$ cat config.mk
export PLATFORM = sky130hd
export DESIGN_NAME = interrupt_enable_mask
export DESIGN_NICKNAME = d
export VERILOG_FILES = /design/src/verilog/irq_enable_pkg.sv /design/src/verilog/interrupt_enable_mask.sv /design/src/verilog/irq_gate.sv
export SDC_FILE = /design/constraint.sdc
export NUM_CORES = 1
export LEC_CHECK = 0
export ABC_AREA = 1
export CAP_MARGIN = 20
export CELL_PAD_IN_SITES_DETAIL_PLACEMENT = 1
export CELL_PAD_IN_SITES_GLOBAL_PLACEMENT = 1
export CORE_ASPECT_RATIO = 1.5
export CORE_MARGIN = 2
export CORE_UTILIZATION = 30
export CTS_CLUSTER_DIAMETER = 100
export DETAILED_ROUTE_END_ITERATION = 8
export DONT_BUFFER_PORTS = 1
export GPL_TIMING_DRIVEN = 0
export PLACE_DENSITY_LB_ADDON = 0.1
export SYNTH_ARGS = -nofsm -noshare
export SYNTH_HDL_FRONTEND = slang
export SYNTH_SLANG_ARGS = --single-unit
$ cat constraint.sdc
create_clock -name sys_clk_i -period 1.28 [get_ports sys_clk_i]
set_input_delay 0.064 -clock sys_clk_i [delete_from_list [all_inputs] [get_ports sys_clk_i]]
set_output_delay 0.064 -clock sys_clk_i [all_outputs]
set_load 0.005 [all_outputs]
$ cat src/verilog/irq_enable_pkg.sv
package irq_enable_pkg;

  localparam int DATA_WIDTH = 32;
  localparam int ADDR_WIDTH = 4;
  localparam int NUM_CPUS = 2;

  // Word offsets of the registers (byte address is four times this)
  localparam logic [3:0] CPU_ZERO_ENABLE_IDX = 4'h1;
  localparam logic [3:0] CPU_ONE_ENABLE_IDX = 4'h2;
  localparam logic [3:0] STATUS_IDX = 4'h3;
  localparam logic [3:0] PENDING_IDX = 4'h4;
  localparam logic [3:0] CONFIG_IDX = 4'h5;

  localparam logic [31:0] ENABLE_RESET = 32'h0000_0000;

  // Field positions of the enable and status words
  localparam int ABORT_BUTTON_BIT = 31;
  localparam int MAINS_LOSS_BIT = 30;
  localparam int BUS_GRANT_TIMEOUT_BIT = 29;
  localparam int DEPTH_BOARD_BIT = 26;
  localparam int VIDEO_CTRL_BIT = 25;
  localparam int MEMORY_CHECK_ERROR_BIT = 24;
  localparam int VME_LEVEL7_BIT = 23;
  localparam int KEYBOARD_BIT = 22;
  localparam int COUNTER_IO_CHIP_BIT = 21;
  localparam int BUS_FAILURE_BIT = 20;
  localparam int VME_LEVEL6_BIT = 19;
  localparam int PRINTER_PORT_BIT = 18;
  localparam int SERIAL_PAIR_A_BIT = 17;
  localparam int SERIAL_PAIR_B_BIT = 16;
  localparam int LAN_CTRL_BIT = 15;
  localparam int VME_LEVEL5_BIT = 14;
  localparam int DMA_COUNT_DONE_BIT = 13;
  localparam int VME_LEVEL4_BIT = 12;
  localparam int DMA_PROTECT_FAULT_BIT = 11;
  localparam int VME_LEVEL3_BIT = 10;
  localparam int DMA_VALID_FLAG_BIT = 9;
  localparam int VME_LEVEL2_BIT = 6;
  localparam int DISK_BUS_CTRL_BIT = 5;
  localparam int VME_LEVEL1_BIT = 4;
  localparam int SOFT_IRQ_ONE_BIT = 1;
  localparam int SOFT_IRQ_ZERO_BIT = 0;

  // Implemented source bits; reserved pairs 28-27, 8-7, 3-2 are zero
  localparam logic [31:0] SOURCE_MASK = 32'he7ff_fe73;
  localparam logic [31:0] SOFT_IRQ_MASK = 32'h0000_0003;
  localparam logic [31:0] UNMAPPED_READ = 32'h0000_0000;

  // Config register fields
  localparam int CFG_DUAL_CPU_BIT = 0;
  localparam logic [31:0] CONFIG_RESET = 32'h0000_0001;

endpackage

$ cat src/verilog/interrupt_enable_mask.sv
// Our own choices: the register offsets and the Avalon-MM slave port.
`timescale 1ns/10ps
// Operation
// - Bit 31 gates abort button interrupt
// - Bit 30 gates mains loss interrupt
// - Bit 29 gates bus grant timeout
// - Bit 26 gates depth board interrupt
// - Bit 25 gates video controller interrupt
// - Bit 24 gates memory check error
// - Bits 23,19,14 gate VME levels 7,6,5
// - Bits 12,10,6,4 gate VME levels 4-1
// - Bit 22 gates keyboard interrupt
// - Bit 21 gates counter IO chip
// - Bit 20 gates bus failure interrupt
// - Bit 18 gates printer port interrupt
// - Bits 17,16 gate serial pairs A,B
// - Bit 15 gates LAN controller interrupt
// - Bit 13 gates DMA count done
// - Bit 11 gates DMA protect fault
// - Bit 9 gates DMA valid flag
// - Bit 5 gates disk bus controller
// - Bits 1,0 gate soft interrupts
// - System reset clears; local reset keeps
// - First register CPU0, second CPU1
// - Enable bits mirror status bit positions
module interrupt_enable_mask #(
  parameter int NUM_CPUS = irq_enable_pkg::NUM_CPUS
) (
  input wire logic sys_clk_i,
  input wire logic reset_i,
  input wire logic local_reset_i,
  input wire logic [irq_enable_pkg::ADDR_WIDTH-1:0] avs_address_i,
  input wire logic avs_read_i,
  input wire logic avs_write_i,
  input wire logic [31:0] avs_writedata_i,
  input wire logic [3:0] avs_byteenable_i,
  output logic [31:0] avs_readdata_o,
  output logic avs_waitrequest_o,
  input wire logic [31:0] source_req_i,
  output logic [NUM_CPUS-1:0] cpu_irq_o
);

  ////////////////////////////////////////////////////////////////////////////
  // Bus slave

  typedef enum logic [1:0] {
    bus_idle,
    bus_answer
  } bus_state_type;

  bus_state_type bus_state;
  logic [31:0] cpu_zero_irq_enable;
  logic [31:0] cpu_one_irq_enable;
  logic [31:0] irq_status_reg;
  logic [31:0] config_reg;
  logic [31:0] pending [NUM_CPUS];
  logic [31:0] enable_vec [NUM_CPUS];
  logic [31:0] byte_mask;
  logic [31:0] next_readdata;
  logic bus_req;
  logic bus_take;

  function automatic logic [31:0] lane_mask(input logic [3:0] be);
    lane_mask = {{8{be[3]}}, {8{be[2]}}, {8{be[1]}}, {8{be[0]}}};
  endfunction

  function automatic logic [31:0] merge_word(input logic [31:0] old_value, input logic [31:0] new_value,
                                             input logic [31:0] mask);
    merge_word = ((old_value & ~mask) | (new_value & mask)) & irq_enable_pkg::SOURCE_MASK;
  endfunction

  assign bus_req = avs_read_i | avs_write_i;
  // One wait cycle: the request is taken when the slave sits in answer
  assign bus_take = bus_req && (bus_state == bus_answer);
  assign avs_waitrequest_o = ~bus_take;
  assign byte_mask = lane_mask(avs_byteenable_i);

  always_ff @(posedge sys_clk_i) begin
    if (reset_i) begin
      bus_state <= bus_idle;
    end else begin
      case (bus_state)
        bus_idle: begin
          if (bus_req) begin
            bus_state <= bus_answer;
          end
        end
        bus_answer: begin
          bus_state <= bus_idle;
        end
        default: begin
          bus_state <= bus_idle;
        end
      endcase
    end
  end

  ////////////////////////////////////////////////////////////////////////////
  // Enable registers

  // Local reset has no effect here; only system reset clears
  always_ff @(posedge sys_clk_i) begin
    if (reset_i) begin
      cpu_zero_irq_enable <= irq_enable_pkg::ENABLE_RESET;
    end else if (bus_take && avs_write_i && avs_address_i == irq_enable_pkg::CPU_ZERO_ENABLE_IDX) begin
      // Reserved bits are dropped even if software breaks the zero-write
      cpu_zero_irq_enable <= merge_word(cpu_zero_irq_enable, avs_writedata_i, byte_mask);
    end
  end

  always_ff @(posedge sys_clk_i) begin
    if (reset_i) begin
      cpu_one_irq_enable <= irq_enable_pkg::ENABLE_RESET;
    end else if (bus_take && avs_write_i && avs_address_i == irq_enable_pkg::CPU_ONE_ENABLE_IDX) begin
      cpu_one_irq_enable <= merge_word(cpu_one_irq_enable, avs_writedata_i, byte_mask);
    end
  end

  always_ff @(posedge sys_clk_i) begin
    if (reset_i) begin
      config_reg <= irq_enable_pkg::CONFIG_RESET;
    end else if (bus_take && avs_write_i && avs_address_i == irq_enable_pkg::CONFIG_IDX) begin
      config_reg <= ((config_reg & ~byte_mask) | (avs_writedata_i & byte_mask)) & 32'h0000_0001;
    end
  end

  ////////////////////////////////////////////////////////////////////////////
  // Source capture

  // Hardware sources are levels; soft bits are set by writing status
  always_ff @(posedge sys_clk_i) begin
    if (reset_i) begin
      irq_status_reg <= '0;
    end else begin
      irq_status_reg[31:2] <= source_req_i[31:2] & irq_enable_pkg::SOURCE_MASK[31:2];
      if (bus_take && avs_write_i && avs_address_i == irq_enable_pkg::STATUS_IDX && avs_byteenable_i[0]) begin
        irq_status_reg[1:0] <= avs_writedata_i[1:0] | source_req_i[1:0];
      end else begin
        irq_status_reg[1:0] <= irq_status_reg[1:0] | source_req_i[1:0];
      end
    end
  end

  ////////////////////////////////////////////////////////////////////////////
  // Per-CPU gating

  assign enable_vec[0] = cpu_zero_irq_enable;
  assign enable_vec[1] = cpu_one_irq_enable;

  // Bitwise gate covers every named field in its own position
  generate
    for (genvar cpu = 0; cpu < NUM_CPUS; cpu++) begin : g_cpu
      irq_gate #(
        .WIDTH(32)
      ) u_gate (
        .sys_clk_i(sys_clk_i),
        .reset_i(reset_i),
        .status_i(irq_status_reg),
        .enable_i(enable_vec[cpu]),
        .cpu_present_i((cpu == 0) ? 1'b1 : config_reg[irq_enable_pkg::CFG_DUAL_CPU_BIT]),
        .pending_o(pending[cpu]),
        .irq_o(cpu_irq_o[cpu])
      );
    end
  endgenerate

  ////////////////////////////////////////////////////////////////////////////
  // Read data

  always_comb begin
    next_readdata = irq_enable_pkg::UNMAPPED_READ;
    case (avs_address_i)
      irq_enable_pkg::CPU_ZERO_ENABLE_IDX: begin
        next_readdata = cpu_zero_irq_enable;
      end
      irq_enable_pkg::CPU_ONE_ENABLE_IDX: begin
        next_readdata = cpu_one_irq_enable;
      end
      irq_enable_pkg::STATUS_IDX: begin
        next_readdata = irq_status_reg;
      end
      irq_enable_pkg::PENDING_IDX: begin
        next_readdata = pending[0] | pending[1];
      end
      irq_enable_pkg::CONFIG_IDX: begin
        next_readdata = config_reg;
      end
      default: begin
        next_readdata = irq_enable_pkg::UNMAPPED_READ;
      end
    endcase
  end

  always_ff @(posedge sys_clk_i) begin
    if (reset_i) begin
      avs_readdata_o <= '0;
    end else if (bus_req && bus_state == bus_idle) begin
      avs_readdata_o <= next_readdata;
    end
  end

  ////////////////////////////////////////////////////////////////////////////
  // Checks

  a_reset_clears: assert property (@(posedge sys_clk_i)
    ##1 $past(reset_i) |-> cpu_zero_irq_enable == irq_enable_pkg::ENABLE_RESET
      && cpu_one_irq_enable == irq_enable_pkg::ENABLE_RESET)
    else $error("enable not cleared by system reset");
  a_local_keeps: assert property (@(posedge sys_clk_i) disable iff (reset_i)
    ##1 !$past(reset_i) && !$past(bus_take) |-> $stable(cpu_zero_irq_enable) && $stable(cpu_one_irq_enable))
    else $error("enable changed without a write");
  a_local_reset_ignored: assert property (@(posedge sys_clk_i) disable iff (reset_i)
    local_reset_i && !bus_take |=> $stable(cpu_zero_irq_enable) && $stable(cpu_one_irq_enable))
    else $error("local reset disturbed an enable");
  a_reserved_zero: assert property (@(posedge sys_clk_i) disable iff (reset_i)
    (cpu_zero_irq_enable & ~irq_enable_pkg::SOURCE_MASK) == 32'h0
    && (cpu_one_irq_enable & ~irq_enable_pkg::SOURCE_MASK) == 32'h0)
    else $error("reserved enable bit set");
  a_write_zero: assert property (@(posedge sys_clk_i) disable iff (reset_i)
    bus_take && avs_write_i && avs_address_i == irq_enable_pkg::CPU_ZERO_ENABLE_IDX && avs_byteenable_i == 4'hf
    |=> cpu_zero_irq_enable == ($past(avs_writedata_i) & irq_enable_pkg::SOURCE_MASK))
    else $error("cpu zero enable write lost");
  a_write_one: assert property (@(posedge sys_clk_i) disable iff (reset_i)
    bus_take && avs_write_i && avs_address_i == irq_enable_pkg::CPU_ONE_ENABLE_IDX && avs_byteenable_i == 4'hf
    |=> cpu_one_irq_enable == ($past(avs_writedata_i) & irq_enable_pkg::SOURCE_MASK))
    else $error("cpu one enable write lost");
  a_abort_masked: assert property (@(posedge sys_clk_i) disable iff (reset_i)
    !cpu_zero_irq_enable[31] && irq_status_reg[31] |=> !pending[0][31])
    else $error("masked abort reached cpu zero");
  a_vme7_passes: assert property (@(posedge sys_clk_i) disable iff (reset_i)
    cpu_zero_irq_enable[23] && irq_status_reg[23] |=> cpu_irq_o[0])
    else $error("enabled level 7 did not interrupt");
  a_wait_one: assert property (@(posedge sys_clk_i) disable iff (reset_i)
    bus_req && bus_state == bus_idle |-> avs_waitrequest_o ##1 (!bus_req || !avs_waitrequest_o))
    else $error("bus answer not after one wait cycle");
  a_status_follows: assert property (@(posedge sys_clk_i) disable iff (reset_i)
    ##1 !$past(reset_i) |-> irq_status_reg[31:2] == ($past(source_req_i[31:2]) & irq_enable_pkg::SOURCE_MASK[31:2]))
    else $error("status bit not at its source position");
  a_soft_sticky: assert property (@(posedge sys_clk_i) disable iff (reset_i)
    irq_status_reg[1:0] != 2'h0 && !(bus_take && avs_write_i && avs_address_i == irq_enable_pkg::STATUS_IDX)
    |=> (irq_status_reg[1:0] & $past(irq_status_reg[1:0])) == $past(irq_status_reg[1:0]))
    else $error("soft request lost without a write");
  a_cpu_one_gate: assert property (@(posedge sys_clk_i) disable iff (reset_i)
    ##1 !$past(reset_i) |-> pending[1] == $past(irq_status_reg & cpu_one_irq_enable)
      && cpu_irq_o[1] == ($past(config_reg[irq_enable_pkg::CFG_DUAL_CPU_BIT]) && pending[1] != 32'h0))
    else $error("cpu one gate wrong");
  a_read_stands: assert property (@(posedge sys_clk_i) disable iff (reset_i)
    avs_read_i && !avs_waitrequest_o |-> avs_readdata_o == $past(next_readdata))
    else $error("read data not standing at the answer");

  // Each enable bit gates only its own status bit towards cpu zero
  property p_field(int pos);
    @(posedge sys_clk_i) disable iff (reset_i)
      ##1 !$past(reset_i) |-> pending[0][pos] == $past(irq_status_reg[pos] && cpu_zero_irq_enable[pos])
        && (cpu_irq_o[0] || !pending[0][pos]);
  endproperty

  a_abort_gate: assert property (
    p_field(irq_enable_pkg::ABORT_BUTTON_BIT))
    else $error("abort gate wrong");
  a_mains_gate: assert property (
    p_field(irq_enable_pkg::MAINS_LOSS_BIT))
    else $error("mains loss gate wrong");
  a_grant_timeout_gate: assert property (
    p_field(irq_enable_pkg::BUS_GRANT_TIMEOUT_BIT))
    else $error("grant timeout gate wrong");
  a_depth_gate: assert property (
    p_field(irq_enable_pkg::DEPTH_BOARD_BIT))
    else $error("depth board gate wrong");
  a_video_gate: assert property (
    p_field(irq_enable_pkg::VIDEO_CTRL_BIT))
    else $error("video gate wrong");
  a_check_error_gate: assert property (
    p_field(irq_enable_pkg::MEMORY_CHECK_ERROR_BIT))
    else $error("memory check gate wrong");
  a_vme7_gate: assert property (
    p_field(irq_enable_pkg::VME_LEVEL7_BIT))
    else $error("level 7 gate wrong");
  a_vme6_gate: assert property (
    p_field(irq_enable_pkg::VME_LEVEL6_BIT))
    else $error("level 6 gate wrong");
  a_vme5_gate: assert property (
    p_field(irq_enable_pkg::VME_LEVEL5_BIT))
    else $error("level 5 gate wrong");
  a_vme4_gate: assert property (
    p_field(irq_enable_pkg::VME_LEVEL4_BIT))
    else $error("level 4 gate wrong");
  a_vme3_gate: assert property (
    p_field(irq_enable_pkg::VME_LEVEL3_BIT))
    else $error("level 3 gate wrong");
  a_vme2_gate: assert property (
    p_field(irq_enable_pkg::VME_LEVEL2_BIT))
    else $error("level 2 gate wrong");
  a_vme1_gate: assert property (
    p_field(irq_enable_pkg::VME_LEVEL1_BIT))
    else $error("level 1 gate wrong");
  a_keyboard_gate: assert property (
    p_field(irq_enable_pkg::KEYBOARD_BIT))
    else $error("keyboard gate wrong");
  a_counter_io_gate: assert property (
    p_field(irq_enable_pkg::COUNTER_IO_CHIP_BIT))
    else $error("counter chip gate wrong");
  a_bus_failure_gate: assert property (
    p_field(irq_enable_pkg::BUS_FAILURE_BIT))
    else $error("bus failure gate wrong");
  a_printer_gate: assert property (
    p_field(irq_enable_pkg::PRINTER_PORT_BIT))
    else $error("printer port gate wrong");
  a_serial_a_gate: assert property (
    p_field(irq_enable_pkg::SERIAL_PAIR_A_BIT))
    else $error("serial pair a gate wrong");
  a_serial_b_gate: assert property (
    p_field(irq_enable_pkg::SERIAL_PAIR_B_BIT))
    else $error("serial pair b gate wrong");
  a_lan_gate: assert property (
    p_field(irq_enable_pkg::LAN_CTRL_BIT))
    else $error("lan gate wrong");
  a_dma_done_gate: assert property (
    p_field(irq_enable_pkg::DMA_COUNT_DONE_BIT))
    else $error("dma count gate wrong");
  a_dma_protect_gate: assert property (
    p_field(irq_enable_pkg::DMA_PROTECT_FAULT_BIT))
    else $error("dma protect gate wrong");
  a_dma_valid_gate: assert property (
    p_field(irq_enable_pkg::DMA_VALID_FLAG_BIT))
    else $error("dma valid gate wrong");
  a_disk_bus_gate: assert property (
    p_field(irq_enable_pkg::DISK_BUS_CTRL_BIT))
    else $error("disk bus gate wrong");
  a_soft_one_gate: assert property (
    p_field(irq_enable_pkg::SOFT_IRQ_ONE_BIT))
    else $error("soft one gate wrong");
  a_soft_zero_gate: assert property (
    p_field(irq_enable_pkg::SOFT_IRQ_ZERO_BIT))
    else $error("soft zero gate wrong");

  c_cpu0_irq: cover property (@(posedge sys_clk_i) disable iff (reset_i) $rose(cpu_irq_o[0]));
  c_cpu1_irq: cover property (@(posedge sys_clk_i) disable iff (reset_i) $rose(cpu_irq_o[1]));
  c_enable_write: cover property (@(posedge sys_clk_i) disable iff (reset_i) bus_take && avs_write_i);
  c_masked_src: cover property (@(posedge sys_clk_i) disable iff (reset_i)
    irq_status_reg != 32'h0 && cpu_zero_irq_enable == 32'h0);
  c_soft_set: cover property (@(posedge sys_clk_i) disable iff (reset_i) $rose(irq_status_reg[1]));

endmodule

$ cat src/verilog/irq_gate.sv
`timescale 1ns/10ps
module irq_gate #(
  parameter int WIDTH = 32
) (
  input wire logic sys_clk_i,
  input wire logic reset_i,
  input wire logic [WIDTH-1:0] status_i,
  input wire logic [WIDTH-1:0] enable_i,
  input wire logic cpu_present_i,
  output logic [WIDTH-1:0] pending_o,
  output logic irq_o
);

  logic [WIDTH-1:0] next_pending;

  // Bitwise pairing keeps each enable on its own status bit
  always_comb begin
    next_pending = status_i & enable_i;
  end

  always_ff @(posedge sys_clk_i) begin
    if (reset_i) begin
      pending_o <= '0;
      irq_o <= 1'b0;
    end else begin
      pending_o <= next_pending;
      irq_o <= cpu_present_i & (|next_pending);
    end
  end

  a_irq_follows: assert property (@(posedge sys_clk_i) disable iff (reset_i)
    ##1 !$past(reset_i) |-> irq_o == ($past(cpu_present_i) && |($past(status_i) & $past(enable_i))))
    else $error("irq output does not match masked status");
  a_pending_and: assert property (@(posedge sys_clk_i) disable iff (reset_i)
    ##1 !$past(reset_i) |-> pending_o == ($past(status_i) & $past(enable_i)))
    else $error("pending bit not status and enable");

endmodule

Word-level counts from Yosys, hierarchy flattened
Cells that the tools add are included.

storage, ports and cells
  bits in registers = 184
  input bits = 77
  output and inout port bits = 35
  logic and storage cells = 47

cells by class
  equal/unequal tests = 5
  multiplexer cells = 2
  bitwise logic cells = 17
  reduce and logical (&&, ||, !) cells = 12

operator list
  cell                                                                   count
  32-bit AND                                                             5
  32-bit one-hot mux with 5 select lines                                 1
  32-bit OR                                                              3
  32-bit OR reduction                                                    2
  32-bit inverter                                                        1
  4-bit by 2-bit equality test with 1-bit output, second input constant  2
  4-bit by 3-bit equality test with 1-bit output, second input constant  2
  1-bit logical AND                                                      8
  4-bit by 1-bit equality test with 1-bit output, second input constant  1
  2-bit OR                                                               2
  1-bit AND                                                              2
  2-bit logical NOT                                                      1
  2-bit 2-to-1 mux                                                       1
  1-bit inverter                                                         2
  1-bit OR                                                               2
  2-bit OR reduction                                                     1

Longest topological paths before layout
Gate-level depths: netlist (run 1).

  word-level depth = 6
  gate-level depth with buffers = 10
  gate-level depth less buffers = 10

Cells and area by module
Synthesis (run 1) repeated with hierarchy kept, for this count alone.

unflattened totals
  cells, all modules = 1058
  area total of the unflattened synthesis = 7235.7 um2

by module, submodules not included
  module                 instances  cells each  area an instance (um2)  seq. area each (um2)
  interrupt_enable_mask  1          790         5106.1                  2242.2
  irq_gate               2          134         1064.8                  660.6

Worst setup path before layout (run 1)
No wires, ideal clock.

  path type = register to register
  from = register bus_state[0]
  to = register avs_readdata_o[10]
  setup time = 0.132 ns
  data arrival time = 1.103 ns
  data required time = 1.148 ns
  path slack = 0.045 ns
  cell stages (with the launch flop) = 6
  buffers on the path = 1
  period minus slack after synthesis = 1.235 ns
  cell sequence = dfxtp_1 nor2_1 inv_2 clkbuf_1 nand2_1 a21oi_1

on the way
  longest elaborated chain between the ends = 2

ends and longest elaborated chain
  what                    RTL line                      RTL
  start, declared         interrupt_enable_mask.sv:51   bus_state_type bus_state;
  start signal, assigned  interrupt_enable_mask.sv:80   bus_state <= bus_idle;
  start signal, assigned  interrupt_enable_mask.sv:85   bus_state <= bus_answer;
  start signal, assigned  interrupt_enable_mask.sv:89   bus_state <= bus_idle;
  2-bit logical NOT       interrupt_enable_mask.sv:197  end else if (bus_req && bus_state == bus_idle) begin
  1-bit logical AND       interrupt_enable_mask.sv:197
  end signal, assigned    interrupt_enable_mask.sv:198  avs_readdata_o <= next_readdata;
  end, declared           interrupt_enable_mask.sv:37   output logic [31:0] avs_readdata_o,

Every way passes these cells.
A chain may end at the register's enable or synchronous reset.

Worst setup path after layout (run 1)
  from = register irq_status_reg[16]
  to = register g_cpu[0].u_gate.irq_o

on the way
  longest elaborated chain between the ends = 2

ends and longest elaborated chain
  what                    RTL line                      RTL
  start, declared         interrupt_enable_mask.sv:54   logic [31:0] irq_status_reg;
  start signal, assigned  interrupt_enable_mask.sv:135  irq_status_reg[31:2] <= source_req_i[31:2] & irq_enable_pkg::SOURCE_MASK[31:2];
  32-bit AND              irq_gate.sv:18                next_pending = status_i & enable_i;
  32-bit OR reduction     irq_gate.sv:27                irq_o <= cpu_present_i & (|next_pending);
  end signal, assigned    irq_gate.sv:27
  end, declared           irq_gate.sv:11                output logic irq_o

Every way passes these cells.

==> reports/metrics.cfg, run 1 <==
[logic_synthesis]
synth.most_common_cell = nor2_1
synth_area_leaders = dfxtp_1, nor2_1, nand2_1
synth_top_area_share_pct = 51.4
synthCells = 826
synthesis.area_um2 = 6230
synth_ff_type = dfxtp_1
ys_warn_count = 0
syn_avg_cell_area_um2 = 7.54
ys_ff_latch = 160
synth-edff-count = 0
synth_top_cells_by_count = nor2_1, dfxtp_1, nand2_1
synth_area_leader_cell = dfxtp_1
yosysSeqAreaShare_pct = 51.4
async_reset_ff_share_pct = 0
ys_types = 24

[place]
place_area_um2 = 6580
dp.cells = 1095
place_ws_ns = -0.616
hpwl_mm = 17.5
routabilityCongestion = 0.804
io_buffers = 0

[timing]
finalHoldViolCount = 0
maxSlewViolCount = 0
worst_slew_pin_slew_ns = 0.825
relSlewSlack_pct = 45.0
finalCritPeriodShare_pct = 98.9
hold_slack_ns = 0.00920
finalWorstSetupSlack_ns = 0.0136
max_freq_ghz = 0.790
min_period_ns = 1.27
fin_skew_ns = 0.00757
setup_violations = 0
rsz0062_at_grt = true

[critical_path]
worst_ep_arrival_time_ns = 1.56
endpoint_kind = flip-flop
start_kind = flip-flop
worstPathMaxFanout = 3
crit_required_ns = 1.57
path_cells = nand2_1 -> nand2_1 -> nor2_2 -> nand4_1 -> nor2_2 -> a21oi_2
path_class = reg -> reg
critPathTopFamily = simple AND/OR/NAND/NOR gates
slowest_delay_ns = 0.34
crit_path_top_delay_cell = dfxtp_2
critPathBufInv = 0

[detailed_routing]
wl_met1_mm = 9.42
first_iter_violations = 386
drtAntennaViolNets = 0
drt-wirelength-per-cell_um = 20.2
drc = 0
highest_layer = met4
drt-pass1-iter-count = 4
viasPerCell = 4.95
wirelength_mm = 24.1
met3_length_mm = 1.02
dr_wl_met2_mm = 12.9
vias = 5909

[die]
die_w_um = 122
core_area_um2 = 20400
rows = 64
start_util_pct = 30.5
die-area_um2 = 21900
ios = 112
die_height_um = 180

[worst_hold_path]
hold_class = in -> reg

[final_layout]
fill_cells = 2507
drive_gt1_share_pct = 12.1
final_area_um2 = 7900
syn_to_final_growth_pct = 26.9
final_cell_count_no_fill = 1193
antennaDiodeCount = 0
fin_nets = 993

[cts]
clk_pin_slew_ns = 0.06
clock_latency_ns = 0.43
cts_tree = done
cts_made_buffers = 17
max-clock-path-buffers = 2
root_buffer = clkbuf_16
clock-sinks = 160
htree_num_levels = 4

[status]
status = finished, final reports clean

[global_routing]
grtUsageTotal_pct = 22.6
grt_max_degree = 17
overflow = 0
grt_pass1_vias = 6418
antenna_found_initial = 0
grt_pass1_wl_mm = 36.7

[pwr]
p_sw_mw = 2.80
seqPwrFrac_pct = 47.9
combPwrFrac_pct = 7.2
power.share.clock_pct = 44.9
finalPower_mw = 10.7
intPower_mw = 7.86
ir_worst_vdd_v = 0.000829
swShare_pct = 26.3
p_leak_nw = 3.20
powerDensity_nw_per_um2 = 1350

[run]
cap_violations = 0

==> final cells by class <==
cell class / instances / area (µm²) / area share (%)
buffer: 48 / 249 / 3.15
tap: 264 / 330 / 4.18
sequential: 160 / 3210 / 40.6
clock buffer: 19 / 443 / 5.61
multi-input combinational: 574 / 2710 / 34.3
clock inverter: 13 / 104 / 1.31
inverter: 51 / 204 / 2.58
timing repair buffer: 64 / 653 / 8.27
==> power by group through the flow <==
stage	sequential (mW)	clock, mW	combinational, mW
6_report	5.11	4.79	0.771
3_3_place_gp	5.21	0	0.572
3_5_place_dp	5.21	0	0.581
2_1_floorplan	5.19	0	0.339
5_1_grt	5.11	5.10	0.840
4_1_cts	5.10	4.87	0.763
==> stage by stage <==
stage / utilization, % / setup TNS (ns)
finish: 38.7 / 0
global route: 38.7 / -0.245
CTS: 38.1 / 0
detailed placement: 32.2 / -51.64
global placement: 32.2 / -47.68
floorplan: - / 0
==> routing by layer <==
metal  global-route usage [%]  up-vias
met5                        0        -
met4                     11.4        0
met3                     5.16       35
met2                     39.7      130
met1                     25.2     2868
li1                         -     2876
==> cell usage in the layout, fill, tap and decap left out, drive strengths merged, types with 5 or more instances in the layout <==
master	netlist	layout
nor2	197	197
dfxtp	160	160
nand2	140	142
nand3	83	83
dlygate4sd3	0	59
inv	48	54
o21ai	53	53
clkbuf	24	42
nand4	33	33
a21oi	31	31
buf	24	30
o211ai	25	25
conb	1	6
clkinvlp	0	5
clkinv	3	5
==> logic make-up (layout without fill, tap and decap cells) <==
kind of cell    Yosys count  count (layout)  share of synthesized area (%)
simple gates            457             459                           31.8
compound gates          109             109                           9.76
other cells               1               6                         0.0602
flops                   160             160                           51.4
buf+inv                  99             195                           6.91
==> timing repair <==
action	4_1_cts	5_1_grt
endpoints found under the setup margin	83	55
gates resized for setup	20	36
cloned	0	2
pin swaps	4	6
hold buffers	59	0
endpoints found under the hold margin	79	0
buffers inserted	1	4
==> worst min-delay path: stages <==
cell     delay (ns)
nand2_4        0.09
nor2_4         0.06
o21ai_0        0.14
nor2_1         0.04
==> path summary, 6_finish.rpt <==
kind | slack, ns | start | end | cells past startpoint
setup / recovery | 0.01 | irq_status_reg[16] | g_cpu[0].u_gate.irq_o | 6
setup reg to reg | 0.01 | irq_status_reg[16] | g_cpu[0].u_gate.irq_o | 6
hold / removal | 0.009 | avs_byteenable_i[0] | flip-flop | 4
hold reg to reg | 0.48 | flip-flop | g_cpu[1].u_gate.pending_o[18] | 2
Power figures use the tool's default switching activity.
==> inputs of run 2 (changes only) <==
Settings changed: RECOVER_POWER set to 100.
==> run 2 against run 1 <==
  * The flow now finishes with violations (setup timing)
  * Routed wire length decreased by 0.19%
  * First-iteration DRC count decreased by 5.2%
  * Utilization about the same
  * Critical path depth unchanged
  * Combinational power decreased by 0.5%
  * Global-route usage unchanged
  * Non-clock buffer count unchanged
  * Count of clock-buffer cells in the layout unchanged
  * Sequential cell count unchanged
  * Sequential power about the same
  * Register-to-register slack got worse by 0.04 ns
  * Design area about the same
  * Largest power group unchanged
==> reports/metrics.cfg, run 2 (same netlist as run 1, synthesis figures left out) <==
[detailed_routing]
wl_met1_mm = 9.30
wirelength_mm = 24.0
drtAntennaViolNets = 0
dr_wl_met2_mm = 12.6
met3_length_mm = 1.17
first_iter_violations = 366
drt-pass1-iter-count = 4
highest_layer = met4
drc = 0
vias = 5923
viasPerCell = 4.96
drt-wirelength-per-cell_um = 20.2

[timing]
hold_slack_ns = 0.0128
max_freq_ghz = 0.763
finalWorstSetupSlack_ns = -0.0312
finalHoldViolCount = 0
maxSlewViolCount = 0
fin_skew_ns = 0.00904
rsz0062_at_grt = true
finalCritPeriodShare_pct = 102
relSlewSlack_pct = 44.0
min_period_ns = 1.31
setup_violations = 2
worst_slew_pin_slew_ns = 0.839

[global_routing]
grt_pass1_wl_mm = 36.7
grt_max_degree = 17
grtUsageTotal_pct = 22.6
overflow = 0
antenna_found_initial = 0
grt_pass1_vias = 6418

[critical_path]
endpoint_kind = flip-flop
path_class = reg -> reg
start_kind = flip-flop
worst_ep_arrival_time_ns = 1.63
worstSetupStartpoint = bus_state[0]
reg2reg_depth = 6
worstPathMaxFanout = 5
crit_required_ns = 1.60
rr_startpoint = bus_state[0]
r2r_slack_ns = -0.03

[die]
die-area_um2 = 21900
die_w_um = 122
start_util_pct = 30.5
die_height_um = 180
rows = 64
ios = 112
core_area_um2 = 20400

[pwr]
ir_worst_vdd_v = 0.000829
finalPower_mw = 10.7
powerDensity_nw_per_um2 = 1350
p_leak_nw = 3.19

[cts]
cts_tree = done
max-clock-path-buffers = 2
clock-sinks = 160
htree_num_levels = 4
cts_made_buffers = 17
root_buffer = clkbuf_16
clk_pin_slew_ns = 0.07
clock_latency_ns = 0.44

[place]
io_buffers = 0
routabilityCongestion = 0.804
hpwl_mm = 17.5

[final_layout]
most-common-layout-cells = nor2_1, dfxtp_1, nand2_1
syn_to_final_growth_pct = 26.8
fin_nets = 993
antennaDiodeCount = 0
mostFrequentLayoutCell = nor2_1
drive_gt1_share_pct = 12.1

[status]
violations = setup timing
status = complete, but fails checks

[worst_hold_path]
hold_class = in -> reg
holdPathStages = 4
hold_start = avs_byteenable_i[0]

[run]
cap_violations = 0

==> run 2: cell count changes in the layout (fill, tap and decap cells not counted), sizes merged <==
cell    previous run  this run
buf               30        27
clkbuf            42        45
==> run 2: per-stage QoR <==
stage | setup slack [ns] | setup TNS, ns | instance area [µm²] | std cells | util [%]
after detailed placement | -0.616 | -51.64 | 6580 | 1095 | 32.2
final | -0.0312 | -0.0341 | 7890 | 1193 | 38.7
after global routing | -0.0735 | -1.34 | 7890 | 1193 | 38.7
after global placement | -0.584 | -47.68 | 6580 | 1095 | 32.2
after floorplan | 0.0452 | 0 | 6250 | 831 | -
after CTS | 0.00117 | 0 | 7780 | 1187 | 38.1
==> run 2: critical path, cell delays in order, from the launching register on <==
cell     delay [ns]
dfxtp_4        0.37
nand2_2        0.14
nor2_4         0.14
buf_12         0.15
nand2_4        0.10
o21ai_0        0.25
nor2_1         0.06
==> run 2: report_power, final <==
part	internal (mW)	leakage [nW]	switching, mW
sequential	5.04	1.30	0.0630
clock	2.56	0.253	2.22
combinational	0.258	1.64	0.509
total	7.86	3.19	2.79
==> run 2: routing by layer <==
layer | vias to the layer above | GRT usage [%]
met5 | - | 0
met4 | 0 | 11.4
met3 | 53 | 5.16
met2 | 158 | 39.7
met1 | 2834 | 25.2
li1 | 2878 | -
==> run 2: timing repair <==
item                                   in CTS  in global routing
pin swaps                                   4                  6
setup endpoints to repair                  83                 55
cloned                                      0                  2
endpoints found under the hold margin      79                  0
hold buffers                               59                  0
buffers inserted                            1                  4
resized for setup                          20                 36
==> run 2: how the worst max path moves through the flow <==
stage	endpoint	slack, ns	cells after the start
6_report	flip-flop	-0.03	6
5_1_grt	g_cpu[0].u_gate.irq_o	-0.07	6
4_1_cts	irq_status_reg[1]	0.001	9
3_5_place_dp	avs_readdata_o[23]	-0.62	5
3_3_place_gp	avs_readdata_o[22]	-0.58	5
2_1_floorplan	avs_readdata_o[10]	0.05	5
==> run 2: area by class of cell <==
| class | instances | area, µm² |
|---|---|---|
| Fill cell | 2509 | 12500 |
| Sequential cell | 160 | 3210 |
| Multi-Input combinational cell | 574 | 2700 |
| Timing Repair Buffer | 64 | 653 |
| Clock buffer | 19 | 443 |
| Tap cell | 264 | 330 |
| Buffer | 48 | 246 |
| Inverter | 51 | 204 |
| Clock inverter | 13 | 104 |
==> inputs of run 3 (changes only) <==
Settings changed: PLACE_DENSITY set to 0.64, PLACE_DENSITY_LB_ADDON 0.1 to not set.
==> run 3 against run 2 <==
  * The flow now finishes without violations
  * Cell count decreased by 0.25%
  * Via count decreased by 1.2%
  * Die area did not move
==> reports/metrics.cfg, run 3 (same netlist as run 1, synthesis figures left out) <==
[die]
core_area_um2 = 20400
start_util_pct = 30.5
die_height_um = 180
ios = 112
die-area_um2 = 21900
die_w_um = 122
rows = 64

[critical_path]
path_class = reg -> reg
critPathTopFamily = simple AND/OR/NAND/NOR gates
crit_path_top_delay_cell = dfxtp_4
reg2reg_depth = 5
crit_required_ns = 1.61
r2r_slack_ns = 0.04
slowest_delay_ns = 0.38
crit_cells = 5
rr_startpoint = bus_state[0]
start_kind = flip-flop
worst_ep_arrival_time_ns = 1.57
path_cells = nand2_4 -> nor2_4 -> nand2_2 -> o21ai_0 -> nor2_1
endpoint_kind = flip-flop
worstPathMaxFanout = 7
critPathBufInv = 0

[cts]
clock_latency_ns = 0.44
htree_num_levels = 4
cts_tree = done
max-clock-path-buffers = 2
clock-sinks = 160
clk_pin_slew_ns = 0.07
root_buffer = clkbuf_16
cts_made_buffers = 17

[timing]
rsz0062_at_grt = true
worst_slew_pin_slew_ns = 0.825
fin_skew_ns = 0.00905
relSlewSlack_pct = 45.0
min_period_ns = 1.24
maxSlewViolCount = 0
finalWorstSetupSlack_ns = 0.0394
setup_violations = 0
finalHoldViolCount = 0
max_freq_ghz = 0.806
hold_slack_ns = 0.0213
finalCritPeriodShare_pct = 96.9

[place]
routabilityCongestion = 0.879
io_buffers = 0
place_ws_ns = -0.777
hpwl_mm = 16.6

[detailed_routing]
drtAntennaViolNets = 0
drc = 0
drt-pass1-iter-count = 4
drt-wirelength-per-cell_um = 19.2
viasPerCell = 4.92
vias = 5853
wirelength_mm = 22.8
first_iter_violations = 322

[global_routing]
grt_max_degree = 17
overflow = 0
grtUsageTotal_pct = 21.6
grt_pass1_wl_mm = 35.3
antenna_found_initial = 0
grt_pass1_vias = 6293

[worst_hold_path]
hold_class = in -> reg
holdPathStages = 5
hold_end = avs_readdata_o[9]
hold_start = avs_address_i[1]

[final_layout]
mostFrequentLayoutCell = nor2_1
syn_to_final_growth_pct = 28.2
most-common-layout-cells = nor2_1, dfxtp_1, nand2_1
drive_gt1_share_pct = 12.6
fin_nets = 991
antennaDiodeCount = 0

[status]
status = finished, final reports clean

[pwr]
p_leak_nw = 3.22
finalPower_mw = 11.5
powerDensity_nw_per_um2 = 1440
ir_worst_vdd_v = 0.00100

[run]
cap_violations = 0

-- run 3: what timing repair did --
item	CTS	global route
pin swaps	2	8
endpoints found under the hold margin	79	0
setup endpoints to repair	81	64
hold buffers	60	0
resized for setup	18	40
buffers inserted	3	2
-- run 3: power breakdown --
group / internal, mW / total (mW) / switching [mW]
Clock: 3.46 / 5.60 / 2.14
Sequential: 5.04 / 5.11 / 0.0649
Combinational: 0.272 / 0.779 / 0.507
-- run 3: worst max-delay path by stage --
stage                             startpoint               endpoint
after floorplan                 bus_state[0]     avs_readdata_o[10]
after global placement          bus_state[0]     avs_readdata_o[29]
after detailed placement        bus_state[0]     avs_readdata_o[29]
after CTS                 irq_status_reg[18]  g_cpu[0].u_gate.irq_o
after global routing            bus_state[0]              flip-flop
final                           bus_state[0]              flip-flop
-- run 3: cell type report --
| type | instances | area (µm²) |
|---|---|---|
| inverters | 51 | 200 |
| well taps | 264 | 330 |
| repair buffers | 65 | 651 |
| flip-flops and latches | 160 | 3220 |
| clock buffers | 18 | 429 |
| clock inverters | 13 | 210 |
| fillers | 2511 | 12400 |
| plain buffers | 47 | 243 |
| multi-input cells | 572 | 2700 |
-- run 3: worst reg2reg max path, cell delays in order (launching register included) --
cell	delay, ns
dfxtp_4	0.38
nand2_4	0.09
nor2_4	0.21
nand2_2	0.19
o21ai_0	0.21
nor2_1	0.06
-- run 3: through the flow --
step	util (%)	setup TNS, ns	cell area (µm²)	cells
after floorplan	-	0	6250	831
after global placement	32.2	-46.43	6580	1095
after detailed placement	32.2	-51.15	6580	1095
after CTS	38.7	0	7900	1188
after global routing	39.1	-0.311	7980	1190
final	39.1	0	7980	1190
-- run 3: per-layer routing --
| metal | up-vias | part of all wire (%) | global-route usage (%) |
|---|---|---|---|
| met5 | - | 0 | 0 |
| met4 | 0 | 2.6 | 9.33 |
| met3 | 42 | 4.2 | 4.49 |
| met2 | 117 | 54 | 39.6 |
| met1 | 2818 | 40 | 23.7 |
| li1 | 2876 | - | - |
